--- config.mk ---
export PLATFORM = sky130hd
export DESIGN_NAME = mfc_fifo_control
export DESIGN_NICKNAME = d
export VERILOG_FILES = /design/src/rtl/mfc_pkg.sv /design/src/rtl/mfc_ptr_if.sv /design/src/rtl/mfc_fifo_control.sv /design/src/rtl/mfc_ptr_keeper.sv
export VERILOG_INCLUDE_DIRS = /design/src /design/src/rtl
export SDC_FILE = /design/constraint.sdc
export NUM_CORES = 1
export LEC_CHECK = 0
export BUFFER_PORTS_ARGS = -buffer_cell sky130_fd_sc_hd__clkbuf_2
export CORE_ASPECT_RATIO = 1.4
export CORE_UTILIZATION = 55
export CTS_BUF_LIST = sky130_fd_sc_hd__clkbuf_8
export DETAILED_ROUTE_END_ITERATION = 12
export GPL_ROUTABILITY_DRIVEN = 0
export PLACE_DENSITY_LB_ADDON = 0.3
export SKIP_LAST_GASP = 1
export SLEW_MARGIN = 15
export SYNTH_ARGS = -nofsm -noshare
export SYNTH_HDL_FRONTEND = slang
export SYNTH_SLANG_ARGS = --single-unit
--- constraint.sdc ---
create_clock -name clk -period 4.2 [get_ports clk]
set_input_delay 0.84 -clock clk [delete_from_list [all_inputs] [get_ports clk]]
set_output_delay 0.84 -clock clk [all_outputs]
set_load 0.02 [all_outputs]
--- src/rtl/mfc_map.svh ---
// Register offsets, field positions, reset values and timing counts of the FIFO control block
`ifndef MFC_MAP_SVH
`define MFC_MAP_SVH
`define MFC_ADDR_W          4
`define MFC_OFS_CONTROL     4'h0
`define MFC_OFS_STATUS      4'h4
`define MFC_OFS_MASK        4'h8
`define MFC_OFS_POINTERS    4'hC
`define MFC_DEPTH_LSB       16
`define MFC_DEPTH_MSB       20
`define MFC_FLUSH_BIT       14
`define MFC_ADVANCE_BIT     13
`define MFC_PAYLOAD_BIT     12
`define MFC_TXSEL_BIT       7
`define MFC_ABORT_BIT       6
`define MFC_ARBLOST_BIT     5
`define MFC_SENDERR_BIT     4
`define MFC_LOW_FIELD_MSB   3
`define MFC_CONTROL_RESET   32'h0000_0000
`define MFC_CONTROL_WMASK   32'h001F_708F
`define MFC_MODE_CONFIG     3'h4
`define MFC_FLUSH_CYCLES    2
`define MFC_EVT_W           4
`endif

--- src/rtl/mfc_pkg.sv ---
// Types shared by the FIFO control block
package mfc_pkg;
  typedef enum logic [2:0] {
    MFC_IDLE  = 3'h1,
    MFC_FLUSH = 3'h2,
    MFC_DONE  = 3'h4
  } mfc_flush_e;
  typedef logic [4:0] mfc_ptr_t;
endpackage

--- src/rtl/mfc_ptr_if.sv ---
// Pointer and flush signals between control logic and pointer keeper
`timescale 1ns/10ps
interface mfc_ptr_if;
  logic                flush;
  logic                adv_head;
  logic                adv_tail;
  logic [4:0]          depth_m1;
  mfc_pkg::mfc_ptr_t   head;
  mfc_pkg::mfc_ptr_t   tail;
  modport ctl (output flush, output adv_head, output adv_tail, output depth_m1, input head, input tail);
  modport keep (input flush, input adv_head, input adv_tail, input depth_m1, output head, output tail);
endinterface

--- src/rtl/mfc_fifo_control.sv ---
// Control and status logic of one CAN message FIFO
// Operation
// - Depth field value plus one gives capacity
// - Flush bit resets FIFO, then self-clears
// - Transmit FIFO advance moves head once
// - Receive FIFO advance moves tail once
// - Direction bit selects transmit or receive
// - Receive payload-only stores data bytes only
// - Receive without payload-only stores whole message
// - Payload-only bit ignored for transmit FIFO
// - Depth and payload-only writable only in configuration
// - Abort flag updates on completion, abort, flush
// - Arbitration and error flags clear on read
// - Unimplemented control bits read as zero
//
// Design decisions made here: strobed register access and the placing of the registers.
`timescale 1ns/10ps
`include "mfc_map.svh"
module mfc_fifo_control (
  input  wire logic        clk,            // Peripheral clock, 20 MHz
  input  wire logic        reset_n,        // Async reset, active low
  input  wire logic        clk_en,         // Freezes all state when low
  input  wire logic [3:0]  addr,           // Register byte address
  input  wire logic [31:0] wdata,          // Write data
  input  wire logic        wr,             // Write strobe
  input  wire logic        rd,             // Read strobe
  output logic      [31:0] rdata,          // Read data, cycle after rd
  input  wire logic [2:0]  operating_mode_field, // Controller mode
  input  wire logic        eng_tx_done,    // Engine: message sent
  input  wire logic        eng_tx_abort,   // Engine: send aborted
  input  wire logic        eng_arb_lost,   // Engine: arbitration lost
  input  wire logic        eng_tx_error,   // Engine: send error
  input  wire logic        eng_rx_store,   // Engine: received message stored
  output logic             store_header,   // Store identifier and header
  output logic             direction_tx,   // FIFO is transmit
  output logic             flush_busy,     // Flush in progress
  output logic      [4:0]  head_ptr,       // Head message index
  output logic      [4:0]  tail_ptr,       // Tail message index
  output logic             irq             // Level interrupt
);
  localparam int FLUSH_CYCLES = `MFC_FLUSH_CYCLES;

  mfc_ptr_if pif ();
  mfc_ptr_keeper u_keep (
    .clk     (clk),
    .reset_n (reset_n),
    .clk_en  (clk_en),
    .pif     (pif)
  );

  // Control fields
  logic [4:0]  depth_q, depth_d;
  logic        payload_q, payload_d;
  logic        txsel_q, txsel_d;
  logic        adv_q, adv_d;
  logic [3:0]  low_q, low_d;
  logic        abort_q, abort_d;
  logic        arb_q, arb_d;
  logic        serr_q, serr_d;
  logic [3:0]  evt_q, evt_d;
  logic [3:0]  mask_q, mask_d;
  logic [31:0] rdata_d;
  logic        irq_d;
  logic        store_d;
  mfc_pkg::mfc_flush_e fst_q, fst_d;
  logic [1:0]  fcnt_q, fcnt_d;

  logic        wr_ctl, rd_ctl, rd_evt, is_cfg, flushing;
  logic [31:0] ctl_view;

  assign wr_ctl   = wr && addr == `MFC_OFS_CONTROL;
  assign rd_ctl   = rd && addr == `MFC_OFS_CONTROL;
  assign rd_evt   = rd && addr == `MFC_OFS_STATUS;
  assign is_cfg   = operating_mode_field == `MFC_MODE_CONFIG;
  assign flushing = fst_q != mfc_pkg::MFC_IDLE;

  // Readable image; unused positions stay zero
  always_comb begin
    ctl_view = 32'h0000_0000;
    ctl_view[`MFC_DEPTH_MSB:`MFC_DEPTH_LSB] = depth_q;
    ctl_view[`MFC_FLUSH_BIT]   = flushing;
    ctl_view[`MFC_ADVANCE_BIT] = adv_q;
    ctl_view[`MFC_PAYLOAD_BIT] = payload_q;
    ctl_view[`MFC_TXSEL_BIT]   = txsel_q;
    ctl_view[`MFC_ABORT_BIT]   = abort_q;
    ctl_view[`MFC_ARBLOST_BIT] = arb_q;
    ctl_view[`MFC_SENDERR_BIT] = serr_q;
    ctl_view[`MFC_LOW_FIELD_MSB:0] = low_q;
  end

  // Flush sequencer: hold pointers clear for a few cycles, then release
  // The done cycle lets software see the bit set once more before it clears
  always_comb begin
    fst_d  = fst_q;
    fcnt_d = fcnt_q;
    case (fst_q)
      mfc_pkg::MFC_IDLE: begin
        if (wr_ctl && wdata[`MFC_FLUSH_BIT]) begin
          fst_d  = mfc_pkg::MFC_FLUSH;
          fcnt_d = 2'h0;
        end
      end
      mfc_pkg::MFC_FLUSH: begin
        fcnt_d = fcnt_q + 2'h1;
        if (fcnt_q == 2'(FLUSH_CYCLES - 1)) begin
          fst_d = mfc_pkg::MFC_DONE;
        end
      end
      mfc_pkg::MFC_DONE: begin
        fst_d = mfc_pkg::MFC_IDLE; // Bit reads clear from here
      end
      default: begin
        fst_d = mfc_pkg::MFC_IDLE;
      end
    endcase
  end

  // Control field updates
  // Advance writes during a flush are dropped so the cleared pointers stay put
  always_comb begin
    depth_d   = depth_q;
    payload_d = payload_q;
    txsel_d   = txsel_q;
    low_d     = low_q;
    adv_d     = 1'b0; // Self-clears after one step
    if (wr_ctl) begin
      if (is_cfg) begin
        depth_d   = wdata[`MFC_DEPTH_MSB:`MFC_DEPTH_LSB];
        payload_d = wdata[`MFC_PAYLOAD_BIT];
      end
      txsel_d = wdata[`MFC_TXSEL_BIT];
      low_d   = wdata[`MFC_LOW_FIELD_MSB:0];
      adv_d   = wdata[`MFC_ADVANCE_BIT] && !flushing;
    end
  end

  // Pointer commands go to the keeper
  assign pif.flush    = fst_q == mfc_pkg::MFC_FLUSH;
  assign pif.adv_head = adv_q && txsel_q;
  assign pif.adv_tail = adv_q && !txsel_q;
  assign pif.depth_m1 = depth_q;

  // Engine status flags; engine events win over the read clear
  // Flush outranks everything, so a reset FIFO never shows stale send flags
  always_comb begin
    abort_d = abort_q;
    arb_d   = arb_q;
    serr_d  = serr_q;
    if (rd_ctl) begin
      arb_d  = 1'b0;
      serr_d = 1'b0;
    end
    if (eng_tx_done || eng_tx_abort) begin
      abort_d = eng_tx_abort;
    end
    if (eng_arb_lost) begin
      arb_d = 1'b1;
    end
    if (eng_tx_error) begin
      serr_d = 1'b1;
    end
    if (pif.flush) begin
      abort_d = 1'b0;
      arb_d   = 1'b0;
      serr_d  = 1'b0;
    end
  end

  // Interrupt status: sticky, cleared by reading it; a new event wins
  always_comb begin
    evt_d  = rd_evt ? 4'h0 : evt_q;
    evt_d  = evt_d | {eng_rx_store, eng_tx_error, eng_arb_lost, eng_tx_abort};
    mask_d = (wr && addr == `MFC_OFS_MASK) ? wdata[3:0] : mask_q;
    irq_d  = |(evt_d & mask_d);
  end

  // Read mux, answer one cycle later; unmapped reads give zero
  always_comb begin
    rdata_d = 32'h0000_0000;
    if (rd) begin
      case (addr)
        `MFC_OFS_CONTROL:  rdata_d = ctl_view;
        `MFC_OFS_STATUS:   rdata_d = {28'h0000000, evt_q};
        `MFC_OFS_MASK:     rdata_d = {28'h0000000, mask_q};
        `MFC_OFS_POINTERS: rdata_d = {19'h00000, pif.tail, 3'h0, pif.head};
        default:           rdata_d = 32'h0000_0000;
      endcase
    end
  end

  // Header storing only suppressed for receive with payload-only set
  assign store_d = txsel_q || !payload_q;

  // All state registers; everything zero at reset except store_header (one) and the flush state (MFC_IDLE)
  always_ff @(posedge clk or negedge reset_n) begin
    if (!reset_n) begin
      depth_q      <= 5'h00;
      payload_q    <= 1'b0;
      txsel_q      <= 1'b0;
      adv_q        <= 1'b0;
      low_q        <= 4'h0;
      abort_q      <= 1'b0;
      arb_q        <= 1'b0;
      serr_q       <= 1'b0;
      evt_q        <= 4'h0;
      mask_q       <= 4'h0;
      fst_q        <= mfc_pkg::MFC_IDLE;
      fcnt_q       <= 2'h0;
      rdata        <= 32'h0000_0000;
      irq          <= 1'b0;
      store_header <= 1'b1;
      direction_tx <= 1'b0;
      flush_busy   <= 1'b0;
      head_ptr     <= 5'h00;
      tail_ptr     <= 5'h00;
    end else if (clk_en) begin
      depth_q      <= depth_d;
      payload_q    <= payload_d;
      txsel_q      <= txsel_d;
      adv_q        <= adv_d;
      low_q        <= low_d;
      abort_q      <= abort_d;
      arb_q        <= arb_d;
      serr_q       <= serr_d;
      evt_q        <= evt_d;
      mask_q       <= mask_d;
      fst_q        <= fst_d;
      fcnt_q       <= fcnt_d;
      rdata        <= rdata_d;
      irq          <= irq_d;
      store_header <= store_d;
      direction_tx <= txsel_d;
      flush_busy   <= fst_d != mfc_pkg::MFC_IDLE;
      head_ptr     <= pif.head;
      tail_ptr     <= pif.tail;
    end
  end

  // Register bus: refused fields, self-clearing bits, holes
  a_depth_locked: assert property (@(posedge clk) disable iff (!reset_n)
    clk_en && wr_ctl && !is_cfg |=> $stable(depth_q) && $stable(payload_q))
    else $error("depth changed outside configuration mode");
  a_advance_pulse: assert property (@(posedge clk) disable iff (!reset_n)
    clk_en && adv_q |=> !adv_q || $past(wr_ctl))
    else $error("advance bit stuck");
  a_reserved_zero: assert property (@(posedge clk) disable iff (!reset_n)
    $past(rd_ctl) && $past(clk_en) |-> rdata[31:21] == 11'h000 && rdata[11:8] == 4'h0 && !rdata[15])
    else $error("reserved bits read nonzero");
  a_direction_out: assert property (@(posedge clk) disable iff (!reset_n)
    clk_en && wr_ctl |=> direction_tx == $past(wdata[`MFC_TXSEL_BIT]))
    else $error("direction output does not follow write");

  // Flush and pointer movement
  a_flush_clears: assert property (@(posedge clk) disable iff (!reset_n)
    clk_en && fst_q == mfc_pkg::MFC_IDLE && wr_ctl && wdata[`MFC_FLUSH_BIT] |=> flushing ##[1:8] !flushing)
    else $error("flush bit did not self-clear");
  a_flush_zeroes: assert property (@(posedge clk) disable iff (!reset_n)
    clk_en && pif.flush |=> pif.head == 5'h00 && pif.tail == 5'h00 && !abort_q && !arb_q && !serr_q)
    else $error("flush left pointers or flags set");
  a_busy_mirror: assert property (@(posedge clk) disable iff (!reset_n)
    clk_en |=> flush_busy == flushing)
    else $error("busy output disagrees with flush state");
  a_tail_moves: assert property (@(posedge clk) disable iff (!reset_n)
    clk_en && adv_q && !txsel_q && !pif.flush |=> pif.tail != $past(pif.tail) || depth_q == 5'h00)
    else $error("tail did not advance");

  // Engine flags
  a_arb_read_clear: assert property (@(posedge clk) disable iff (!reset_n)
    clk_en && rd_ctl && !eng_arb_lost |=> !arb_q)
    else $error("arbitration flag not cleared on read");
  a_err_read_clear: assert property (@(posedge clk) disable iff (!reset_n)
    clk_en && rd_ctl && !eng_tx_error |=> !serr_q)
    else $error("send error flag not cleared on read");
  a_abort_update: assert property (@(posedge clk) disable iff (!reset_n)
    clk_en && eng_tx_abort && !pif.flush |=> abort_q)
    else $error("abort flag not set");
  a_done_abort: assert property (@(posedge clk) disable iff (!reset_n)
    clk_en && eng_tx_done && !eng_tx_abort && !pif.flush |=> !abort_q)
    else $error("abort flag not cleared by completion");

  // Header storing per direction
  a_header_select: assert property (@(posedge clk) disable iff (!reset_n)
    clk_en && !txsel_q && payload_q |=> !store_header)
    else $error("payload-only receive still stores header");
  a_header_full: assert property (@(posedge clk) disable iff (!reset_n)
    clk_en && !txsel_q && !payload_q |=> store_header)
    else $error("full receive drops header");
  a_header_transmit: assert property (@(posedge clk) disable iff (!reset_n)
    clk_en && txsel_q |=> store_header)
    else $error("transmit FIFO affected by payload-only bit");

  // Registered outputs follow their sources
  a_pointer_out: assert property (@(posedge clk) disable iff (!reset_n)
    clk_en |=> head_ptr == $past(pif.head) && tail_ptr == $past(pif.tail))
    else $error("pointer outputs lag wrongly");
  a_irq_level: assert property (@(posedge clk) disable iff (!reset_n)
    clk_en |=> irq == |(evt_q & mask_q))
    else $error("interrupt level wrong");

  // Main scenarios
  c_flush_seen:   cover property (@(posedge clk) fst_q == mfc_pkg::MFC_DONE);
  c_head_wrap:    cover property (@(posedge clk) pif.adv_head && pif.head == depth_q && depth_q != 5'h00);
  c_tail_step:    cover property (@(posedge clk) pif.adv_tail && depth_q != 5'h00);
  c_cfg_refused:  cover property (@(posedge clk) wr_ctl && !is_cfg);
  c_irq_raised:   cover property (@(posedge clk) irq);
endmodule

--- src/rtl/mfc_ptr_keeper.sv ---
// Head and tail pointers of one message FIFO, wrapping at the programmed depth
`timescale 1ns/10ps
`include "mfc_map.svh"
module mfc_ptr_keeper (
  input  wire logic clk,     // Peripheral clock
  input  wire logic reset_n, // Async reset, active low
  input  wire logic clk_en,  // Freezes all state when low
  mfc_ptr_if.keep   pif      // Pointer control
);
  mfc_pkg::mfc_ptr_t head_q, head_d, tail_q, tail_d;

  // Wrap at depth field plus one messages
  function automatic mfc_pkg::mfc_ptr_t bump(input mfc_pkg::mfc_ptr_t p, input logic [4:0] last);
    bump = (p >= last) ? 5'h00 : p + 5'h01;
  endfunction

  // Next pointer values; flush returns both to zero
  always_comb begin
    head_d = head_q;
    tail_d = tail_q;
    if (pif.flush) begin
      head_d = 5'h00;
      tail_d = 5'h00;
    end else begin
      if (pif.adv_head) begin
        head_d = bump(head_q, pif.depth_m1);
      end
      if (pif.adv_tail) begin
        tail_d = bump(tail_q, pif.depth_m1);
      end
    end
  end

  // Pointer registers
  always_ff @(posedge clk or negedge reset_n) begin
    if (!reset_n) begin
      head_q <= 5'h00;
      tail_q <= 5'h00;
    end else if (clk_en) begin
      head_q <= head_d;
      tail_q <= tail_d;
    end
  end

  assign pif.head = head_q;
  assign pif.tail = tail_q;

  a_head_single_step: assert property (@(posedge clk) disable iff (!reset_n)
    clk_en && pif.adv_head && !pif.flush && head_q < pif.depth_m1 |=> head_q == $past(head_q) + 5'h01)
    else $error("head did not advance by one");
endmodule
==> impl_metrics.tcl, run 1 <==
set metrics [dict create \
    ys_warn_count 0 \
    intPower_mw 1.197 \
    grt_pass1_vias 2595 \
    ys_seq_area_share_pct 49.69 \
    slowest_delay_ns 0.52 \
    synth_mux_area_share_pct 11.81 \
    cts_setup_buffers 0 \
    synth_top_family_by_area "compound AO/OA/AOI/OAI gates" \
    diodes 0 \
    first_pass_iters 4 \
    critPathKind "in2reg" \
    clock_skew_ns 0.007908 \
    cts_hold_buf 0 \
    path_buf_inv 3 \
    syn_inst 324 \
    fin_crit_sh_pct 57.40 \
    yosys.area_share.adder_pct 4.542 \
    via_count 2636 \
    htreeDepth 3 \
    dp_hpwl_um 5305 \
    synthTopCellsByArea "dfrtp_1 (48%), ha_1 (4.5%), inv_1 (4.0%)" \
    cpMaxStageDelayCell "buf_4" \
    synth-simple-area-share_pct 11.32 \
    finalNonFillerCells 465 \
    synth_edf_count 0 \
    fin_nets 450 \
    fill_cells 503 \
    cts-buffers-inserted 9 \
    hold_violations 0 \
    tightestPinTransition_ns 0.9574 \
    setup_viol 0 \
    cp.required_ns 4.46 \
    grt_max_degree 61 \
    outcome "completed" \
    die_w_um 70.20 \
    seqPwrFrac_pct 47.2 \
    die_h_um 97.48 \
    design.die.area_sq_um 6842 \
    hold_depth 2 \
    path_depth 6 \
    wl_per_cell_um 15.99 \
    syn_avg_cell_area_sq_um 11.05 \
    cts-root-buf "clkbuf_8" \
    grt_first_pass_wirelength_um 12450 \
    clk_path_buf_depth 2 \
    hold_path_class "reg2reg" \
    yosysTopAreaCellShare_pct 48.22 \
    dp.cells 449 \
    grt_overflow 0 \
    crit_chain "clkbuf_2 > buf_4 > nand3_2 > nor3_2 > inv_2 > o22ai_1" \
    vias_per_cell 5.669 \
    synth_ff_type "dfrtp_1" \
    drive_gt1_share_pct 29.01 \
    cts_num_sinks 71 \
    start_util_pct 57.26 \
    power_frac_clock_pct 42.0 \
    ys_types 61 \
    swShare_pct 23.96 \
    start_kind "input port" \
    ir_drop_mv 0.2212 \
    drc 0 \
    p_comb_share_pct 10.8 \
    dr.first_iter.drc_count 162 \
    power.net_switching_uw 377.3 \
    syn_area_sq_um 3581 \
    clk_latency_ns 0.35 \
    drv_slew 0 \
    synthXorXnorAreaFrac_pct 0.2446 \
    rsz0062_at_grt "no" \
    placement.io_buffers 63 \
    route.antenna.remaining_nets 0 \
    wl_um 7437 \
    ys_ff_latch 71 \
    fmax_ghz 0.4148 \
    cp-end-kind "flip-flop" \
    maxCapViolCount 0 \
    min_period_ns 2.411 \
    grtUsageTotal_pct 23.47 \
    critical_path_arrival_ns 2.67 \
    core-area_sq_um 6254 \
    async_flop_share_pct 100.0 \
    r2r_cells 7 \
    clk_pin_slew_ns 0.07 \
    io-pin-count 95 \
    grt_antenna_before_repair 0 \
    crit_fanout 60 \
    pwr_density_cell_nw_per_um2 381.3 \
    num_rows 34 \
    cts_tree "done" \
    relSlewSlack_pct 36.17 \
    area_growth_pct 15.30 \
    tns_ns 0 \
    synth-compound-area-share_pct 13.73 \
    cts_resized 0 \
    power_leakage_nw 2.002 \
    crit_family "simple AND/OR/NAND/NOR gates" \
    yosysTopAreaCell "dfrtp_1" \
]
-- synthesized netlist by cell type, types with 2 or more instances --
master,n
mux2_2,10
o22a_1,2
a221oi_1,2
clkbuf_1,2
buf_4,15
mux4_2,4
buf_2,2
a31oi_1,2
nand3_1,8
inv_1,38
nand4_1,2
buf_1,2
nand2b_1,4
dfstp_2,2
a211oi_1,2
ha_1,13
o22ai_1,13
o21ai_1,6
mux2i_1,4
and2_1,3
a22oi_1,2
nand2_1,25
nor2_1,7
mux2_4,6
nor2b_1,4
a22o_1,6
a21oi_1,10
dfrtp_1,69
nand3b_1,2
a21o_1,2
o211ai_1,2
o21ai_0,16
mux2_1,8
buf_6,2
-- placed cells by master (no fill, tap or decap), types with 6 or more instances in the layout --
cell	synthesis	layout
o22ai_1	13	13
a21oi_1	10	10
clkbuf_8	0	10
mux2_4	6	6
a22o_1	6	6
nand3_1	8	8
mux2_1	8	8
nand2_1	25	25
mux2_2	10	10
inv_1	38	39
conb_1	1	12
nor2_1	7	7
ha_1	13	13
o21ai_1	6	6
dfrtp_1	69	69
o21ai_0	16	16
clkbuf_2	0	62
-- kinds of logic (layout without fill, tap and decap cells) --
group                      count (synthesis)  count (layout)
and+or+nand+nor                           70              70
adders and majority gates                 13              13
other                                      1              12
xor gates and xnor gates                   1               1
DFF                                       71              71
muxes                                     32              32
AOI/OAI and AO/OA                         74              74
buffers and inverters                     62             120
-- power groups by stage --
stage / clock network (mW) / logic [mW] / registers [mW]
CTS: 0.674 / 0.172 / 0.743
detailed placement: 0 / 0.171 / 0.756
floorplan: 0 / 0.112 / 0.760
global route: 0.706 / 0.189 / 0.747
global placement: 0 / 0.167 / 0.754
finish: 0.661 / 0.170 / 0.743
-- final cells by class --
| type | count | area [sq um] | share of cell area (%) |
|---|---|---|---|
| Multi-Input combinational cell | 202 | 1536 | 37.21 |
| Timing Repair Buffer | 65 | 330.3 | 8.000 |
| Tap cell | 72 | 90.09 | 2.182 |
| Inverter | 39 | 146.4 | 3.545 |
| Clock buffer | 10 | 137.6 | 3.333 |
| Sequential cell | 71 | 1779 | 43.09 |
| Clock inverter | 6 | 108.9 | 2.636 |
-- per-layer routing --
layer	track usage [%]	up-vias	part of all wire, %
li1	-	1236	-
met1	30.10	1290	41
met2	37.28	95	50
met3	4.876	15	6.1
met4	12.31	0	2.7
met5	0	-	0
-- flip-flops by register name (all words and copies together), names as in the netlist, 2 cells and up --
| register | count |
|---|---|
| fst_q | 3 |
| fcnt_q | 2 |
| evt_q | 4 |
| head_ptr | 5 |
| low_q | 4 |
| rdata | 20 |
| depth_q | 5 |
| u_keep.pif.head | 5 |
| mask_q | 4 |
| tail_ptr | 5 |
| u_keep.pif.tail | 5 |
-- worst paths after layout --
| kind | end | slack [ns] | startpoint |
|---|---|---|---|
| max reg2reg | u_keep.pif.tail[3] | 2.29 | u_keep.pif.tail[0] |
| min in group asynchronous | rdata[6] | 0.64 | reset_n |
| max in group asynchronous | store_header | 2.58 | reset_n |
| max | rdata[13] | 1.79 | clk_en |
| min reg2reg | rdata[5] | 0.49 | arb_q |
| min | rdata[5] | 0.49 | arb_q |
-- stage by stage --
stage / hold slack, ns / setup WS (ns) / instance area, sq um / utilization (%) / power [mW]
after CTS: 0.4984 / 1.853 / 4129 / 66.03 / 1.589
after floorplan: 0.4154 / 2.201 / 3622 / - / 0.8719
final: 0.4935 / 1.789 / 4129 / 66.03 / 1.575
after global placement: 0.4639 / 1.531 / 3882 / 62.08 / 0.9204
after detailed placement: 0.4820 / 1.488 / 3882 / 62.08 / 0.9267
after global routing: 0.5199 / 1.657 / 4129 / 66.03 / 1.643
-- worst min-delay path, delay by kind of cell (launching register included) --
kind / cells / cell delay (ns)
and+or+nand+nor: 1 / 0.05
AOI/OAI and AO/OA: 1 / 0.06
DFF: 1 / 0.35
Power figures use the tool's default switching activity.
==> inputs of run 2 (changes only) <==
clock period = 2.34 ns   (was 4.2 ns; I/O delays follow)
==> impl_metrics.tcl, run 2 (synthesis results as in run 1) <==
set metrics [dict create \
    outcome "completed" \
    cts_tree "done" \
    die_w_um 70.20 \
    hold_violations 0 \
    critPathKind "reg2reg" \
    path_buf_inv 1 \
    cts_resized 0 \
    clk_path_buf_depth 2 \
    drive_gt1_share_pct 29.80 \
    core-area_sq_um 6254 \
    maxCapViolCount 0 \
    cts_setup_buffers 0 \
    dr.first_iter.drc_count 148 \
    rsz0062_at_grt "no" \
    relSlewSlack_pct 61.81 \
    cts_num_sinks 71 \
    layout_commonest_cell "dfrtp_1" \
    ir_drop_mv 0.4266 \
    design.die.area_sq_um 6842 \
    p_total_mw 2.847 \
    layout_common_cells "dfrtp_1 (69), clkbuf_2 (62), inv_1 (38), nand2_1 (25), o21ai_0 (16)" \
    power_leakage_nw 2.024 \
    pwr_density_cell_nw_per_um2 683.9 \
    wl_um 7480 \
    critical_path_arrival_ns 2.18 \
    cts-buffers-inserted 9 \
    drv_slew 0 \
    crit_fanout 7 \
    start_kind "flip-flop" \
    slowest_delay_ns 0.48 \
    cts-root-buf "clkbuf_8" \
    die_h_um 97.48 \
    min_period_ns 1.892 \
    largest_register_ff_count 20 \
    dp_hpwl_um 5532 \
    clock_skew_ns 0.007767 \
    path_common_cell "a21oi_1" \
    dp.cells 452 \
    grtUsageTotal_pct 23.68 \
    hold_path_class "in2async" \
    cp.required_ns 2.63 \
    start_util_pct 57.26 \
    diodes 0 \
    final_core_util_pct 66.57 \
    route.antenna.remaining_nets 0 \
    fmax_ghz 0.5285 \
    io-pin-count 95 \
    drc 0 \
    placement.io_buffers 63 \
    grt_antenna_before_repair 0 \
    first_pass_iters 5 \
    grt_pass1_vias 2529 \
    tightestPinTransition_ns 0.5728 \
    cp-end-kind "flip-flop" \
    grt_first_pass_wirelength_um 12530 \
    crit_family "compound AO/OA/AOI/OAI gates" \
    setup_slack_ns 0.4480 \
    clk_pin_slew_ns 0.08 \
    regMostFlops "rdata" \
    crit_chain "inv_1 > ha_1 > nand2b_1 > a21oi_1 > o21ai_1 > a21oi_1 > a221o_1" \
    grt_max_degree 50 \
    vias_per_cell 5.705 \
    fin_crit_sh_pct 80.85 \
    area_growth_pct 16.25 \
    fin_nets 453 \
    reg2reg_slack_ns 0.45 \
    post-place-ws_ns 0.3100 \
    wl_per_cell_um 15.98 \
    cts_hold_buf 0 \
    cpMaxStageDelayCell "dfrtp_1" \
    htreeDepth 3 \
    via_count 2670 \
    grt_overflow 0 \
    tns_ns 0 \
    finalNonFillerCells 468 \
    setup_viol 0 \
    num_rows 34 \
    clk_latency_ns 0.35 \
]
-- run 2: changes by cell type in the layout (fill, tap and decap cells not counted) --
cell	delta
clkinvlp_4	-1
clkinv_2	+2
inv_1	-1
buf_4	+2
buf_12	+1
-- run 2: final timing paths --
check / start / end / cells after the start
hold / removal: reset_n / u_keep.pif.tail[2] / 1
setup reg to reg: u_keep.pif.head[0] / u_keep.pif.head[2] / 7
setup / recovery: u_keep.pif.head[0] / u_keep.pif.head[2] / 7
max in group asynchronous: reset_n / fst_q[0] / 2
min in group clk: wdata[17] / depth_q[1] / 2
hold reg to reg: abort_q / rdata[6] / 2
-- run 2: stage by stage --
stage / area (sq um) / hold WS [ns]
after floorplan: 3622 / 0.1724
after global placement: 3918 / 0.4622
after detailed placement: 3918 / 0.4858
after CTS: 4163 / 0.1130
after global routing: 4163 / 0.1437
final: 4163 / 0.1121
-- run 2: layer usage --
layer	GRT usage [%]	routed length [um]	vias to the layer above
met2	39.28	3722	89
met4	9.846	153	0
li1	-	-	1248
met1	30.62	3297	1320
met3	3.942	306	13
met5	0	0	-
-- run 2: final cells by class --
cell class,count,area [sq um]
well taps,72,90.09
clock buffers,10,137.6
multi-input cells,202,1536
fillers,502,2091
repair buffers,68,365.4
flip-flops and latches,71,1779
inverters,39,146.4
clock inverters,6,107.6
-- run 2: where the power goes --
part           switching (mW)  internal [mW]
Combinational           0.182          0.132
Sequential             0.0446           1.29
Clock                   0.466          0.733
-- run 2: worst reg2reg max path, delay by kind of cell (launching register included) --
family                   cells  cell delay, ns
AND/OR/NAND/NOR              1            0.14
buffers and inverters        1            0.08
flip-flops                   1            0.48
adder cells (fa/ha/maj)      1            0.29
AO/OA/AOI/OAI                4            0.86
==> inputs of run 3 (changes only) <==
CORE_UTILIZATION = 49   (was 55)
clock period = 1.5 ns   (was 2.34 ns; I/O delays follow)
==> impl_metrics.tcl, run 3 (synthesis results as in run 1) <==
set metrics [dict create \
    wl_um 8245 \
    intPower_mw 3.073 \
    diodes 0 \
    layout_commonest_cell "dfrtp_1" \
    failed_checks "negative setup slack" \
    largest_register_ff_count 20 \
    crit_family "compound AO/OA/AOI/OAI gates" \
    final_core_util_pct 64.28 \
    die_h_um 103.2 \
    seqPwrFrac_pct 49.7 \
    outcome "complete, but fails checks" \
    cts-root-buf "clkbuf_8" \
    area_growth_pct 26.14 \
    power_leakage_nw 2.229 \
    hold_path_class "in2reg" \
    drive_gt1_share_pct 38.48 \
    crit_chain "ha_1 > nand2b_4 > a21oi_4 > o21ai_4 > a21oi_4 > a221o_1" \
    fmax_ghz 0.6103 \
    reg2reg_slack_ns -0.14 \
    critPathLaunch "depth_q[0]" \
    timing.rr.end "u_keep.pif.head[2]" \
    cts_tree "done" \
    tns_ns -0.6210 \
    power.net_switching_mw 1.109 \
    hold_violations 0 \
    path_buf_inv 0 \
    start_util_pct 50.96 \
    grt_antenna_before_repair 0 \
    core-area_sq_um 7027 \
    p_comb_share_pct 13.6 \
    first_pass_iters 4 \
    crit_fanout 5 \
    route.antenna.remaining_nets 0 \
    grtUsageTotal_pct 23.44 \
    top_layer_used "met4" \
    cp.required_ns 1.74 \
    start_kind "flip-flop" \
    dp.cells 512 \
    vias_per_cell 5.225 \
    htreeDepth 3 \
    p_total_mw 4.183 \
    design.die.area_sq_um 7659 \
    holdPathEnd "txsel_q" \
    rsz0062_at_grt "yes" \
    power_frac_clock_pct 36.7 \
    post-place-ws_ns -0.1056 \
    clk_path_buf_depth 2 \
    finalNonFillerCells 529 \
    cts_num_sinks 71 \
    final_area_sq_um 4517 \
    wl_met3_um 379 \
    r2r_cells 6 \
    cpMaxStageDelayCell "dfrtp_1" \
    path_common_cell "a21oi_4" \
    critical_path_arrival_ns 1.88 \
    die_w_um 74.25 \
    fin_nets 491 \
    placed_area_sq_um 4250 \
    critPathKind "reg2reg" \
    hold_depth 3 \
    wl_met1_um 3530 \
    clk_latency_ns 0.36 \
    layout_common_cells "dfrtp_1 (69), clkbuf_2 (62), buf_4 (41), inv_1 (36), nand2_1 (25)" \
    num_rows 36 \
    clock_skew_ns 0.01088 \
    maxCapViolCount 0 \
    via_count 2764 \
    slowest_delay_ns 0.41 \
    finalHoldWorstSlack_ns 0.1678 \
    setup_slack_ns -0.1385 \
    grt_max_degree 72 \
    min_period_ns 1.638 \
    wl_per_cell_um 15.59 \
    ir_drop_mv 0.5574 \
    fin_crit_sh_pct 109.2 \
    drv_slew 0 \
    cts-buffers-inserted 9 \
    drc 0 \
    met2_length_um 4149 \
    cp-end-kind "flip-flop" \
    grt_pass1_vias 2758 \
    swShare_pct 26.53 \
    io-pin-count 95 \
    grt_overflow 0 \
    rr_startpoint "depth_q[0]" \
    min_from "wdata[7]" \
    dr.first_iter.drc_count 157 \
    grt_first_pass_wirelength_um 13030 \
    pwr_density_cell_nw_per_um2 926.0 \
    setup_viol 10 \
    cts_setup_buffers 0 \
    dp_hpwl_um 6024 \
    clk_pin_slew_ns 0.07 \
    placement.io_buffers 63 \
    regMostFlops "rdata" \
]
[run 3: final cells by class]
| type | count | area [sq um] |
|---|---|---|
| flip-flops and latches | 71 | 1779 |
| clock buffers | 10 | 137.6 |
| repair buffers | 106 | 653.1 |
| inverters | 39 | 146.4 |
| well taps | 95 | 118.9 |
| multi-input cells | 202 | 1623 |
| fillers | 605 | 2510 |
| clock inverters | 6 | 58.81 |
[run 3: repair_timing]
| item | 4_1_cts | 5_1_grt |
|---|---|---|
| hold endpoints to repair | 69 | 0 |
| gates resized for setup | 4 | 7 |
| hold buffers | 1 | 0 |
| setup endpoints to repair | 10 | 11 |
| pin swaps | 3 | 7 |
[run 3: how the worst max path moves through the flow]
stage | slack (ns) | cells past startpoint | endpoint
final | -0.14 | 6 | u_keep.pif.head[2]
after global placement | -0.06 | 6 | u_keep.pif.head[2]
after CTS | -0.09 | 6 | u_keep.pif.head[2]
after global routing | -0.17 | 6 | u_keep.pif.head[2]
after detailed placement | -0.11 | 6 | u_keep.pif.head[2]
after floorplan | -0.06 | 7 | u_keep.pif.head[2]
[run 3: power groups by stage]
stage                     Sequential [mW]  Combinational, mW  Clock (mW)
after CTS                            2.08              0.557        1.57
after detailed placement             2.12              0.549           0
after global routing                 2.09              0.621        1.66
after floorplan                      2.13              0.325           0
after global placement               2.11              0.531           0
final                                2.08              0.569        1.53
[run 3: worst register-to-register path: stages (launching register included)]
cell      delay, ns
dfrtp_1        0.41
ha_1           0.29
nand2b_4       0.13
a21oi_4        0.06
o21ai_4        0.23
a21oi_4        0.11
a221o_1        0.31
[run 3: per-layer routing]
layer  vias up  global-route usage (%)
met5         -                       0
met4         0                   11.32
met3        15                   5.181
met2        89                   38.39
met1      1340                   29.21
li1       1320                       -
